### config.mk
export PLATFORM = sky130hd
export DESIGN_NAME = updown_timer
export DESIGN_NICKNAME = d
export VERILOG_FILES = /design/src/pkg/updown_timer_pkg.sv /design/src/hw/updown_timer.sv
export VERILOG_INCLUDE_DIRS = /design/src /design/src/pkg
export SDC_FILE = /design/constraint.sdc
export NUM_CORES = 1
export LEC_CHECK = 0
export CAP_MARGIN = 20
export CELL_PAD_IN_SITES_DETAIL_PLACEMENT = 0
export CELL_PAD_IN_SITES_GLOBAL_PLACEMENT = 1
export CORE_MARGIN = 10
export CORE_UTILIZATION = 53
export DETAILED_ROUTE_END_ITERATION = 10
export DONT_BUFFER_PORTS = 1
export GPL_ROUTABILITY_DRIVEN = 1
export PLACE_DENSITY_LB_ADDON = 0.25
export SYNTH_ARGS = -nofsm -noshare
export SYNTH_HDL_FRONTEND = slang
export SYNTH_SLANG_ARGS = --single-unit
### constraint.sdc
create_clock -name mclk -period 6.8 [get_ports mclk]
set_clock_uncertainty 0.1 [all_clocks]
set_input_delay 1.36 -clock mclk [delete_from_list [all_inputs] [get_ports mclk]]
set_output_delay 1.36 -clock mclk [all_outputs]
set_load 0.1 [all_outputs]
### src/pkg/updown_timer_defines.svh
// Register offsets, field positions, reset values and prescaler taps of the up/down reload timer.
// Assumes a 32-bit AXI4-Lite slave whose upper 16 address bits select one aligned word per register; the low two are ignored.
`ifndef UPDOWN_TIMER_DEFINES_SVH
`define UPDOWN_TIMER_DEFINES_SVH

`define MODE_INDEX        16'hFFB4
`define COUNT_INDEX       16'hFFB5
`define CLOCK_STOP_INDEX  16'hFFFA
`define IRQ_STATUS_INDEX  16'hFFC0
`define IRQ_MASK_INDEX    16'hFFC1
`define ADDR_WIDTH        18

`define MODE_RELOAD_BIT   7
`define MODE_HWDIR_BIT    6
`define MODE_SWDIR_BIT    5
`define MODE_CLKSEL_LSB   0
`define MODE_WRITE_MASK   8'hE7
`define MODE_FIXED_ONES   8'h18
`define MODE_RESET        8'h18
`define COUNT_RESET       8'h00
`define RELOAD_RESET      8'h00
`define CLOCK_STOP_RESET  8'hFF
`define STANDBY_BIT       1
`define MASK_RESET        1'b0

`define PRESCALE_WIDTH    13
`define TAP_8192          12
`define TAP_2048          10
`define TAP_512           8
`define TAP_64            5
`define TAP_16            3
`define TAP_4             1
`define SUB_DIV_WIDTH     2

`endif

### src/pkg/updown_timer_pkg.sv
// Types shared by the up/down reload timer.
// Assumes the defines header is compiled alongside it.
package updown_timer_pkg;
    typedef logic [7:0] byte_type;
    typedef logic [1:0] resp_type;
    typedef enum logic [2:0] {
        clk_div_8192,
        clk_div_2048,
        clk_div_512,
        clk_div_64,
        clk_div_16,
        clk_div_4,
        clk_sub_div_4,
        clk_event
    } clock_select_type;
    typedef enum {
        wr_idle,
        wr_resp
    } write_state_type;
endpackage

### src/hw/updown_timer.sv
// Up/down 8-bit reload timer with an AXI4-Lite register slave and one interrupt line.
// Assumes mclk runs at 40 MHz; event, direction and subclock inputs may be asynchronous and pass through two-stage synchronisers.
//
// Design decision made here: the AXI4-Lite slave port.
`include "updown_timer_defines.svh"

// Notes on behaviour
// [RULE1] Mode bit picks interval or auto-reload.
// [RULE2] Software direction bit sets up or down.
// [RULE3] Hardware direction follows up/down input pin.
// [RULE4] Reserved mode bits read one, ignore writes.
// [RULE5] Clock select picks one of seven prescaled clocks.
// [RULE6] Select 111 counts external event edges.
// [RULE7] Software routes event pin before selecting 111.
// [RULE8] Counter steps by one; reads never disturb.
// [RULE9] Overflow or underflow sets request flag.
// [RULE10] Reload write also loads counter immediately.
// [RULE11] Auto-reload reloads counter on wrap.
// [RULE12] Shared address: read counter, write reload.
// [RULE13] Reset: mode 18, counter and reload zero.
// [RULE14] Clock-stop bit one gates timer, resets ones.
// [RULE15] Sub modes run only on subclock or events.
// [RULE16] Standby bit zero halts, one runs.
// [RULE17] Interval mode wraps to 00 or FF.
// [RULE18] Interrupt when flag set and enabled.
// [RULE19] Asynchronous sources are synchronised first.
module updown_timer (
    input  wire logic                       mclk,
    input  wire logic                       nrst,
    input  wire logic                       clk_en,
    input  wire logic                       event_input_pin,
    input  wire logic                       event_edge_select,
    input  wire logic                       up_down_select_input,
    input  wire logic                       subclock,
    input  wire logic                       sub_mode,
    input  wire logic [`ADDR_WIDTH-1:0]     s_axi_awaddr,
    input  wire logic                       s_axi_awvalid,
    output logic                            s_axi_awready,
    input  wire logic [31:0]                s_axi_wdata,
    input  wire logic [3:0]                 s_axi_wstrb,
    input  wire logic                       s_axi_wvalid,
    output logic                            s_axi_wready,
    output updown_timer_pkg::resp_type      s_axi_bresp,
    output logic                            s_axi_bvalid,
    input  wire logic                       s_axi_bready,
    input  wire logic [`ADDR_WIDTH-1:0]     s_axi_araddr,
    input  wire logic                       s_axi_arvalid,
    output logic                            s_axi_arready,
    output logic [31:0]                     s_axi_rdata,
    output updown_timer_pkg::resp_type      s_axi_rresp,
    output logic                            s_axi_rvalid,
    input  wire logic                       s_axi_rready,
    output logic                            timer_irq
);
    import updown_timer_pkg::*;

    function automatic logic is_index(input logic [`ADDR_WIDTH-1:0] addr, input logic [15:0] idx);
        is_index = (addr[`ADDR_WIDTH-1:2] == idx);
    endfunction

    logic [1:0] rst_sync_ff;
    logic       rst_n;
    always_ff @(posedge mclk or negedge nrst) begin
        if (!nrst) begin
            rst_sync_ff <= 2'b00;
        end else begin
            rst_sync_ff <= {rst_sync_ff[0], 1'b1};
        end
    end
    assign rst_n = rst_sync_ff[1];

    // Two-stage synchronisers; the first stage feeds only the second.
    logic [2:0] sync1_ff, sync2_ff, nxt_sync1, nxt_sync2;
    logic       event_last_ff, sub_last_ff, nxt_event_last, nxt_sub_last;
    always_comb begin
        nxt_sync1      = {event_input_pin, up_down_select_input, subclock};
        nxt_sync2      = sync1_ff;
        nxt_event_last = sync2_ff[2];
        nxt_sub_last   = sync2_ff[0];
    end
    always_ff @(posedge mclk or negedge rst_n) begin
        if (!rst_n) begin
            sync1_ff      <= 3'h0;
            sync2_ff      <= 3'h0;
            event_last_ff <= 1'b0;
            sub_last_ff   <= 1'b0;
        end else if (clk_en) begin
            sync1_ff      <= nxt_sync1; // RULE19
            sync2_ff      <= nxt_sync2;
            event_last_ff <= nxt_event_last;
            sub_last_ff   <= nxt_sub_last;
        end
    end

    byte_type mode_ff, nxt_mode;
    byte_type count_ff, nxt_count;
    byte_type reload_ff, nxt_reload;
    byte_type stop_ff, nxt_stop;
    logic     flag_ff, nxt_flag;
    logic     mask_ff, nxt_mask;
    logic [`PRESCALE_WIDTH-1:0] pre_ff, nxt_pre;
    logic [`SUB_DIV_WIDTH-1:0]  sub_div_ff, nxt_sub_div;

    logic              running;
    logic              tick;
    logic              count_down;
    logic              wrap;
    logic              sub_tick;
    logic              event_edge;
    logic [`PRESCALE_WIDTH-1:0] pre_tap;
    clock_select_type  sel;

    assign running = stop_ff[`STANDBY_BIT]; // RULE14 RULE16
    assign sel     = clock_select_type'(mode_ff[`MODE_CLKSEL_LSB +: 3]);

    always_comb begin
        nxt_pre = running ? pre_ff + `PRESCALE_WIDTH'(1) : pre_ff;
        nxt_sub_div = sub_div_ff;
        if (running && sync2_ff[0] && !sub_last_ff) begin
            nxt_sub_div = sub_div_ff + `SUB_DIV_WIDTH'(1);
        end
    end
    generate
        for (genvar i = 0; i < `PRESCALE_WIDTH; i++) begin : g_tap
            assign pre_tap[i] = (pre_ff[i:0] == {(i+1){1'b1}});
        end
    endgenerate

    assign sub_tick   = sync2_ff[0] && !sub_last_ff && (sub_div_ff == {`SUB_DIV_WIDTH{1'b1}});
    assign event_edge = event_edge_select ? (sync2_ff[2] && !event_last_ff)
                                          : (!sync2_ff[2] && event_last_ff); // RULE6

    always_comb begin
        case (sel) // RULE5
            clk_div_8192:  tick = pre_tap[`TAP_8192];
            clk_div_2048:  tick = pre_tap[`TAP_2048];
            clk_div_512:   tick = pre_tap[`TAP_512];
            clk_div_64:    tick = pre_tap[`TAP_64];
            clk_div_16:    tick = pre_tap[`TAP_16];
            clk_div_4:     tick = pre_tap[`TAP_4];
            clk_sub_div_4: tick = sub_tick;
            clk_event:     tick = event_edge;
            default:       tick = 1'b0;
        endcase
        // In sub modes ticks from the system prescaler are masked, so only two sources count.
        if (sub_mode && sel != clk_sub_div_4 && sel != clk_event) begin
            tick = 1'b0; // RULE15
        end
        tick = tick && running;
    end

    assign count_down = mode_ff[`MODE_HWDIR_BIT] ? sync2_ff[1] // RULE3
                                                 : mode_ff[`MODE_SWDIR_BIT]; // RULE2
    assign wrap = tick && (count_down ? (count_ff == 8'h00) : (count_ff == 8'hFF));

    // AXI4-Lite slave: address and data may arrive in either order.
    logic aw_hold_ff, w_hold_ff, bvalid_ff, rvalid_ff;
    logic nxt_aw_hold, nxt_w_hold, nxt_bvalid, nxt_rvalid;
    logic [`ADDR_WIDTH-1:0] awaddr_ff, nxt_awaddr;
    logic [7:0] wdata_ff, nxt_wdata;
    logic       wstrb_ff, nxt_wstrb;
    resp_type   bresp_ff, nxt_bresp, rresp_ff, nxt_rresp;
    logic [31:0] rdata_ff, nxt_rdata;
    logic        do_write;
    logic [`ADDR_WIDTH-1:0] wr_addr;
    logic [7:0] wr_data;
    logic       wr_hit;

    assign s_axi_awready = !aw_hold_ff && !bvalid_ff;
    assign s_axi_wready  = !w_hold_ff && !bvalid_ff;
    assign s_axi_arready = !rvalid_ff;
    assign wr_addr  = aw_hold_ff ? awaddr_ff : s_axi_awaddr;
    assign wr_data  = w_hold_ff ? wdata_ff : s_axi_wdata[7:0];
    assign wr_hit   = w_hold_ff ? wstrb_ff : s_axi_wstrb[0];
    assign do_write = (aw_hold_ff || (s_axi_awvalid && s_axi_awready))
                   && (w_hold_ff || (s_axi_wvalid && s_axi_wready));

    logic mapped_w, mapped_r, rd_status;
    assign mapped_w = is_index(wr_addr, `MODE_INDEX) || is_index(wr_addr, `COUNT_INDEX)
                   || is_index(wr_addr, `CLOCK_STOP_INDEX) || is_index(wr_addr, `IRQ_STATUS_INDEX)
                   || is_index(wr_addr, `IRQ_MASK_INDEX);
    assign mapped_r = is_index(s_axi_araddr, `MODE_INDEX) || is_index(s_axi_araddr, `COUNT_INDEX)
                   || is_index(s_axi_araddr, `CLOCK_STOP_INDEX) || is_index(s_axi_araddr, `IRQ_STATUS_INDEX)
                   || is_index(s_axi_araddr, `IRQ_MASK_INDEX);
    assign rd_status = s_axi_arvalid && s_axi_arready && is_index(s_axi_araddr, `IRQ_STATUS_INDEX);

    always_comb begin
        nxt_aw_hold = aw_hold_ff;
        nxt_w_hold  = w_hold_ff;
        nxt_awaddr  = awaddr_ff;
        nxt_wdata   = wdata_ff;
        nxt_wstrb   = wstrb_ff;
        nxt_bvalid  = bvalid_ff;
        nxt_bresp   = bresp_ff;
        nxt_rvalid  = rvalid_ff;
        nxt_rresp   = rresp_ff;
        nxt_rdata   = rdata_ff;
        if (s_axi_awvalid && s_axi_awready) begin
            nxt_aw_hold = 1'b1;
            nxt_awaddr  = s_axi_awaddr;
        end
        if (s_axi_wvalid && s_axi_wready) begin
            nxt_w_hold = 1'b1;
            nxt_wdata  = s_axi_wdata[7:0];
            nxt_wstrb  = s_axi_wstrb[0];
        end
        if (do_write) begin
            nxt_aw_hold = 1'b0;
            nxt_w_hold  = 1'b0;
            nxt_bvalid  = 1'b1;
            nxt_bresp   = mapped_w ? 2'h0 : 2'h2;
        end
        if (bvalid_ff && s_axi_bready) begin
            nxt_bvalid = 1'b0;
        end
        if (s_axi_arvalid && s_axi_arready) begin
            nxt_rvalid = 1'b1;
            nxt_rresp  = mapped_r ? 2'h0 : 2'h2;
            nxt_rdata  = 32'h0;
            if (is_index(s_axi_araddr, `MODE_INDEX)) begin
                nxt_rdata[7:0] = mode_ff;
            end
            if (is_index(s_axi_araddr, `COUNT_INDEX)) begin
                nxt_rdata[7:0] = count_ff; // RULE8 RULE12
            end
            if (is_index(s_axi_araddr, `CLOCK_STOP_INDEX)) begin
                nxt_rdata[7:0] = stop_ff;
            end
            if (is_index(s_axi_araddr, `IRQ_STATUS_INDEX)) begin
                nxt_rdata[0] = flag_ff;
            end
            if (is_index(s_axi_araddr, `IRQ_MASK_INDEX)) begin
                nxt_rdata[0] = mask_ff;
            end
        end else if (rvalid_ff && s_axi_rready) begin
            nxt_rvalid = 1'b0;
        end
    end

    // Timer core: a reload write takes priority over a tick in the same cycle.
    always_comb begin
        nxt_mode   = mode_ff;
        nxt_reload = reload_ff;
        nxt_stop   = stop_ff;
        nxt_mask   = mask_ff;
        nxt_count  = count_ff;
        nxt_flag   = flag_ff;
        if (tick) begin
            if (wrap && mode_ff[`MODE_RELOAD_BIT]) begin
                nxt_count = reload_ff; // RULE1 RULE11
            end else if (count_down) begin
                nxt_count = count_ff - 8'h01; // RULE8 RULE17
            end else begin
                nxt_count = count_ff + 8'h01; // RULE8 RULE17
            end
        end
        if (rd_status) begin
            nxt_flag = 1'b0;
        end
        if (wrap) begin
            nxt_flag = 1'b1; // RULE9
        end
        if (do_write && wr_hit) begin
            if (is_index(wr_addr, `MODE_INDEX)) begin
                nxt_mode = (wr_data & `MODE_WRITE_MASK) | `MODE_FIXED_ONES; // RULE4
            end
            if (is_index(wr_addr, `COUNT_INDEX)) begin
                nxt_reload = wr_data; // RULE12
                nxt_count  = wr_data; // RULE10
            end
            if (is_index(wr_addr, `CLOCK_STOP_INDEX)) begin
                nxt_stop = wr_data; // RULE16
            end
            if (is_index(wr_addr, `IRQ_MASK_INDEX)) begin
                nxt_mask = wr_data[0];
            end
        end
    end

    always_ff @(posedge mclk or negedge rst_n) begin
        if (!rst_n) begin
            mode_ff    <= `MODE_RESET; // RULE13
            count_ff   <= `COUNT_RESET;
            reload_ff  <= `RELOAD_RESET;
            stop_ff    <= `CLOCK_STOP_RESET; // RULE14
            flag_ff    <= 1'b0;
            mask_ff    <= `MASK_RESET;
            pre_ff     <= '0;
            sub_div_ff <= '0;
            aw_hold_ff <= 1'b0;
            w_hold_ff  <= 1'b0;
            awaddr_ff  <= '0;
            wdata_ff   <= 8'h00;
            wstrb_ff   <= 1'b0;
            bvalid_ff  <= 1'b0;
            bresp_ff   <= 2'h0;
            rvalid_ff  <= 1'b0;
            rresp_ff   <= 2'h0;
            rdata_ff   <= 32'h0;
        end else if (clk_en) begin
            mode_ff    <= nxt_mode;
            count_ff   <= nxt_count;
            reload_ff  <= nxt_reload;
            stop_ff    <= nxt_stop;
            flag_ff    <= nxt_flag;
            mask_ff    <= nxt_mask;
            pre_ff     <= nxt_pre;
            sub_div_ff <= nxt_sub_div;
            aw_hold_ff <= nxt_aw_hold;
            w_hold_ff  <= nxt_w_hold;
            awaddr_ff  <= nxt_awaddr;
            wdata_ff   <= nxt_wdata;
            wstrb_ff   <= nxt_wstrb;
            bvalid_ff  <= nxt_bvalid;
            bresp_ff   <= nxt_bresp;
            rvalid_ff  <= nxt_rvalid;
            rresp_ff   <= nxt_rresp;
            rdata_ff   <= nxt_rdata;
        end
    end

    assign s_axi_bvalid = bvalid_ff;
    assign s_axi_bresp  = bresp_ff;
    assign s_axi_rvalid = rvalid_ff;
    assign s_axi_rresp  = rresp_ff;
    assign s_axi_rdata  = rdata_ff;
    assign timer_irq    = flag_ff && mask_ff; // RULE18

    logic count_write;
    assign count_write = do_write && wr_hit && is_index(wr_addr, `COUNT_INDEX);
endmodule

==> flow_summary.ini, run 1 <==
[yosys]
synthDominantCellAreaShare_pct = 42.2
synth_seq_cells = 96
synth_edf_count = 0
synth_cells = 491
async_flop_share_pct = 100
avgSynthCellArea_um2 = 10.6
seq_area_frac_synth_pct = 46.2
ys_top_cells_by_area = dfrtp_1, mux2_2, dfstp_2, buf_4, mux2i_1
syn_area_um2 = 5220
synthFlopType = dfrtp_1
yosysWarnings = 0
yosysUniqueCellTypes = 68
synth_top_cell_by_area = dfrtp_1
synth_most_common_cell = dfrtp_1
ys_top_cells_by_count = dfrtp_1, mux2_2, nand2_1

[global_route]
antenna_found_initial = 0
track_usage_pct = 16.0
grt_pass1_wl_um = 18800
overflow = 0
grt_max_degree = 52
grt_pass1_vias = 3696

[sta]
min_period_over_period_pct = 53.8
finalSetupTns_ns = 0
finalSetupViolCount = 0
worstMarginPinSlew_ns = 1.08
final-max-slew-violation-count = 0
rsz0062_at_grt = false
hold_viol = 0
timing.hold.ws_ns = 0.233
fin_crit_ns = 3.66
relSlewSlack_pct = 28.0
max_freq_mhz = 274

[power]
swShare_pct = 40.5
netSwitchingPower_w = 0.000764
combPwrFrac_pct = 28.0
p_leak_nw = 2.39
seq_power_share_pct = 50.8
ir_drop_mv = 0.235
p_per_area_nw_per_um2 = 345
p_int_w = 0.00112
clock_power_share_pct = 21.3

[clocking]
root_buffer = clkbuf_8
clk_latency_ns = 0.36
cts_setup_buffers = 0
clkTransAtPathRegs_ns = 0.09
cts_resized = 0
cts_sinks = 96
cts_tree = yes
cts_hold_buf = 0
cts.htree.levels = 3
cts_buffer_depth = 2
cts_buffers = 9

[flow_run]
drv_cap = 0

[setup_path]
crit_chain = or4b_1, a222oi_1, o211ai_1, or2_1, nor2_1, a2111oi_0
path_class = input pin to flop
max_stage_delay_ns = 0.64
worstPathRequired_ns = 6.94
worst_path_dominant_cell_family = simple AND/OR/NAND/NOR gates
crit_slowest_cell = a222oi_1
critPathMaxFanout = 16
cp-start-kind = input pin
crit_path_end_kind = flop
critical_path_arrival_ns = 3.79
critical_path_buf_inv_count = 0

[drt]
wire_per_inst_um = 18.0
num_vias = 3567
topRoutingLayerUsed = met4
wl_met1_um = 5030
drt_iter0_markers = 201
antenna_left = 0
vias_per_cell = 5.72
routed-wl-met2_um = 5040
met3_wirelength_um = 1010
routed_wl_um = 11200
drcViolationCount = 0
first_pass_iters = 6

[place]
place.gp.congestion = 0.844
numPortBuffers = 0
dp_hpwl_um = 8500
dpl-instance-area_um2 = 5250

[layout]
fin_area_um2 = 5470
regArea_um2 = 2420
final_layout_size_suffix_gt1_share_pct = 19.8
fin_nets = 581
diodes = 0
area_growth_pct = 4.65
final.fill_count = 877
multi_input_area_um2 = 2560

[floorplanning]
io_pins = 127
die_w_um = 119
initial_core_util_pct = 53.9
fp.dieH_um = 119
design.die.area_um2 = 14200
rows = 36
core_area_um2 = 9680

[hold_path]
hp-class = flop to async pin

[status]
status = completed
-- per-layer routing --
metal / vias up / GRT usage, %
met2: 102 / 24.7
met4: 0 / 4.27
li1: 1721 / -
met5: - / 0
met1: 1731 / 20.2
met3: 13 / 6.75
-- final cells by class --
class / count / area share [%]
clock buffers: 11 / 2.40
clock inverters: 5 / 1.49
inverters: 20 / 1.37
multi-input cells: 355 / 46.9
flip-flops and latches: 96 / 44.2
well taps: 133 / 3.04
repair buffers: 4 / 0.549
-- worst reg2reg max path: cells and delay by family (launching register included) --
family	cells	cell delay, ns
simple gates	3	1.40
compound gates	3	1.15
flops	1	0.63
-- through the flow --
step | cells | power [W] | setup WS [ns] | utilization, %
global placement | 608 | 0.00148 | 2.84 | 54.2
finish | 624 | 0.00189 | 3.14 | 56.4
detailed placement | 608 | 0.00150 | 2.81 | 54.2
CTS | 624 | 0.00191 | 3.20 | 56.4
global route | 624 | 0.00200 | 2.95 | 56.4
floorplan | 516 | 0.00140 | 3.03 | -
-- cells in the final DEF, fill, tap and decap left out, types with 9 or more instances in the layout --
cell type  instances
dfrtp_1           87
clkbuf_8           9
inv_1             20
ha_1               9
conb_1            27
mux2i_1           15
nand3_1           12
o21ai_0           13
xnor2_1           11
nand2_1           38
nor2_1            31
mux2_2            58
nand4_1           10
-- registers in the layout, indices dropped and copies added, names as in the netlist, 3 cells and up --
register	cells
awaddr_ff	16
count_ff	8
mode_ff	6
nxt_sync2	3
pre_ff	13
reload_ff	8
s_axi_rdata	8
stop_ff	8
sync2_ff	3
wdata_ff	8
-- power by group through the flow --
stage	Sequential, W	Clock (W)	Combinational [W]
3_5_place_dp	0.000972	0	0.000531
2_1_floorplan	0.000935	0	0.000465
3_3_place_gp	0.000961	0	0.000518
6_report	0.000958	0.000402	0.000528
5_1_grt	0.000983	0.000439	0.000579
4_1_cts	0.000960	0.000414	0.000533
-- worst paths after layout --
path | to | cells past startpoint | startpoint | slack [ns]
hold reg to reg | wdata_ff[5] | 0 | rst_sync_ff[1] | 0.23
min in group mclk | rst_sync_ff[1] | 0 | rst_sync_ff[0] | 0.26
max in group asynchronous | nxt_sync2[0] | 1 | rst_sync_ff[1] | 5.32
hold / removal | wdata_ff[5] | 0 | rst_sync_ff[1] | 0.23
setup reg to reg | count_ff[0] | 6 | aw_hold_ff | 3.41
setup / recovery | count_ff[0] | 6 | s_axi_awaddr[3] | 3.14
-- cell families after synthesis --
logic type                 count (synthesis)  synth area share (%)
AOI/OAI and AO/OA                         81                  11.2
muxes                                     73                  15.4
other                                      2                 0.144
buffers and inverters                     65                  6.71
xor gates and xnor gates                  18                  3.02
and+or+nand+nor                          146                  14.9
adders and majority gates                 10                  2.54
DFF                                       96                  46.2
Note: power is estimated with default switching activity, not from simulation.
==> run 2, diff against run 1 <==
- ABC_AREA: not set -> 1
- CORE_UTILIZATION: 53 -> 46
- clock period: 6.8 -> 3.7 ns (I/O delays scaled with it)
==> flow_summary.ini, run 2 <==
[clocking]
cts_buffer_depth = 2
clkTransAtPathRegs_ns = 0.07
cts_hold_buf = 1
root_buffer = clkbuf_16
clk_latency_ns = 0.34
cts_tree = yes
cts_buffers = 9
cts_sinks = 96
cts_resized = 0
cts.htree.levels = 3
cts_setup_buffers = 0

[yosys]
synth_cells = 721
synth_edf_count = 0
async_flop_share_pct = 100
ys_top_cells_by_area = dfrtp_1, nand2_1, o21ai_0, inv_1, dfstp_2
avgSynthCellArea_um2 = 7.56
synth_top_cell_by_area = dfrtp_1
synthFlopType = dfrtp_1
synthDominantCellAreaShare_pct = 40.4
yosysWarnings = 0
yosysUniqueCellTypes = 46
seq_area_frac_synth_pct = 44.3
ys_top_cells_by_count = nand2_1, dfrtp_1, inv_1
syn_area_um2 = 5450
synth_most_common_cell = nand2_1
synth_seq_cells = 96

[drt]
vias_per_cell = 5.11
num_vias = 4464
drcViolationCount = 0
routed_wl_um = 13000
first_pass_iters = 5
wire_per_inst_um = 14.9
drt_iter0_markers = 274
antenna_left = 0

[layout]
fin_nets = 820
final_layout_size_suffix_gt1_share_pct = 7.26
final.fill_count = 1153
most-common-layout-cells = nand2_1, dfrtp_1, inv_1
fin_area_um2 = 5830
top_register = awaddr_ff
layout_commonest_cell = nand2_1
area_growth_pct = 7.05
largest_reg_flops = 16
reg_top3 = awaddr_ff: 16 flops, pre_ff: 13 flops
diodes = 0

[setup_path]
reg2regPathDepth = 15
crit_path_end_kind = flop
critical_path_arrival_ns = 2.95
cp-start-kind = flop
critPathMaxFanout = 8
crit_top_cell = nand2_1
crit_slowest_cell = nor2_1
worstPathRequired_ns = 3.83
max_stage_delay_ns = 0.45
critical_path_buf_inv_count = 0
path_class = flop to flop
crit_cells = 15
crit_chain = ha_1, nand3_2, nor3_1, ha_1, o21ai_0, nand2_1, nand2_1, nand3_1, nand3_1, nor2_1, nand2_1, nand3_1, nand2_1, nand2_1, nand2_1
worst_path_dominant_cell_family = simple AND/OR/NAND/NOR gates

[floorplanning]
die_w_um = 129
rows = 39
io_pins = 127
core_area_um2 = 11500
initial_core_util_pct = 47.3
design.die.area_um2 = 16600
fp.dieH_um = 129

[power]
p_leak_nw = 2.96
finalPower_w = 0.00343
ir_drop_mv = 0.484
p_per_area_nw_per_um2 = 588

[global_route]
overflow = 0
track_usage_pct = 15.8
antenna_found_initial = 0
grt_pass1_wl_um = 21300
grt_pass1_vias = 4271
grt_max_degree = 39

[sta]
finalSetupViolCount = 0
worstMarginPinSlew_ns = 0.959
hold_viol = 0
final-max-slew-violation-count = 0
rsz0062_at_grt = false
fin_crit_ns = 2.82
min_period_over_period_pct = 76.2
max_freq_mhz = 355
timing.hold.ws_ns = 0.158
relSlewSlack_pct = 36.1
finalSetupTns_ns = 0

[place]
dp_hpwl_um = 9940
place.gp.congestion = 0.896
numPortBuffers = 0
dpl-instance-area_um2 = 5510

[flow_run]
drv_cap = 0

[hold_path]
hp-class = flop to async pin

[status]
status = completed
-- run 2: power by group --
part           internal (W)  switching [W]  total (W)  leakage (nW)
logic              0.000252       0.000723   0.000975          1.61
clock network      0.000597       0.000392   0.000988         0.148
registers           0.00124       0.000227    0.00146          1.21
total               0.00209        0.00134    0.00343          2.96
-- run 2: final cells by class --
cell class                      instances  area (µm²)  share of cell area, %
Tap cell                              143         179                   3.07
Clock inverter                          3        68.8                   1.18
Sequential cell                        96        2420                   41.4
Clock buffer                           13         240                   4.12
Multi-Input combinational cell        524        2540                   43.5
Timing Repair Buffer                    9        70.1                   1.20
Inverter                               85         319                   5.47
-- run 2: cells by family after synthesis --
group	count (synthesis)	share of synthesized area, %
DFF	96	44.3
AOI/OAI and AO/OA	105	10.4
buffers and inverters	126	10.9
xor gates and xnor gates	16	2.57
other	2	0.138
muxes	3	0.574
adders and majority gates	10	2.43
and+or+nand+nor	363	28.7
-- run 2: path summary, 6_finish.rpt --
path | to | slack, ns | from
setup reg to reg | count_ff[7] | 0.88 | pre_ff[0]
setup / recovery | count_ff[7] | 0.88 | pre_ff[0]
hold / removal | wdata_ff[1] | 0.16 | rst_sync_ff[1]
min in group mclk | rst_sync_ff[1] | 0.25 | rst_sync_ff[0]
max in group asynchronous | stop_ff[7] | 2.48 | rst_sync_ff[1]
hold reg to reg | wdata_ff[1] | 0.16 | rst_sync_ff[1]
-- run 2: stage by stage --
step	setup WS (ns)	instances	utilization, %
4_1_cts	0.843	873	50.7
3_3_place_gp	0.953	856	47.9
5_1_grt	0.546	873	50.7
2_1_floorplan	0.186	746	-
3_5_place_dp	0.902	856	47.9
6_report	0.882	873	50.7
-- run 2: worst reg2reg max path, cell delays in order, from the launching register on --
cell     delay, ns
dfrtp_1       0.38
ha_1          0.23
nand3_2       0.12
nor3_1        0.28
ha_1          0.23
o21ai_0       0.09
nand2_1       0.07
nand2_1       0.05
nand3_1       0.19
nand3_1       0.16
nor2_1        0.45
nand2_1       0.12
nand3_1       0.09
nand2_1       0.05
nand2_1       0.05
nand2_1       0.04
-- run 2: routing by layer --
layer | routed length, µm | track usage (%)
met2 | 5660 | 23.3
met3 | 1040 | 4.89
met4 | 164 | 4.62
met5 | 0 | 0
met1 | 6160 | 21.8
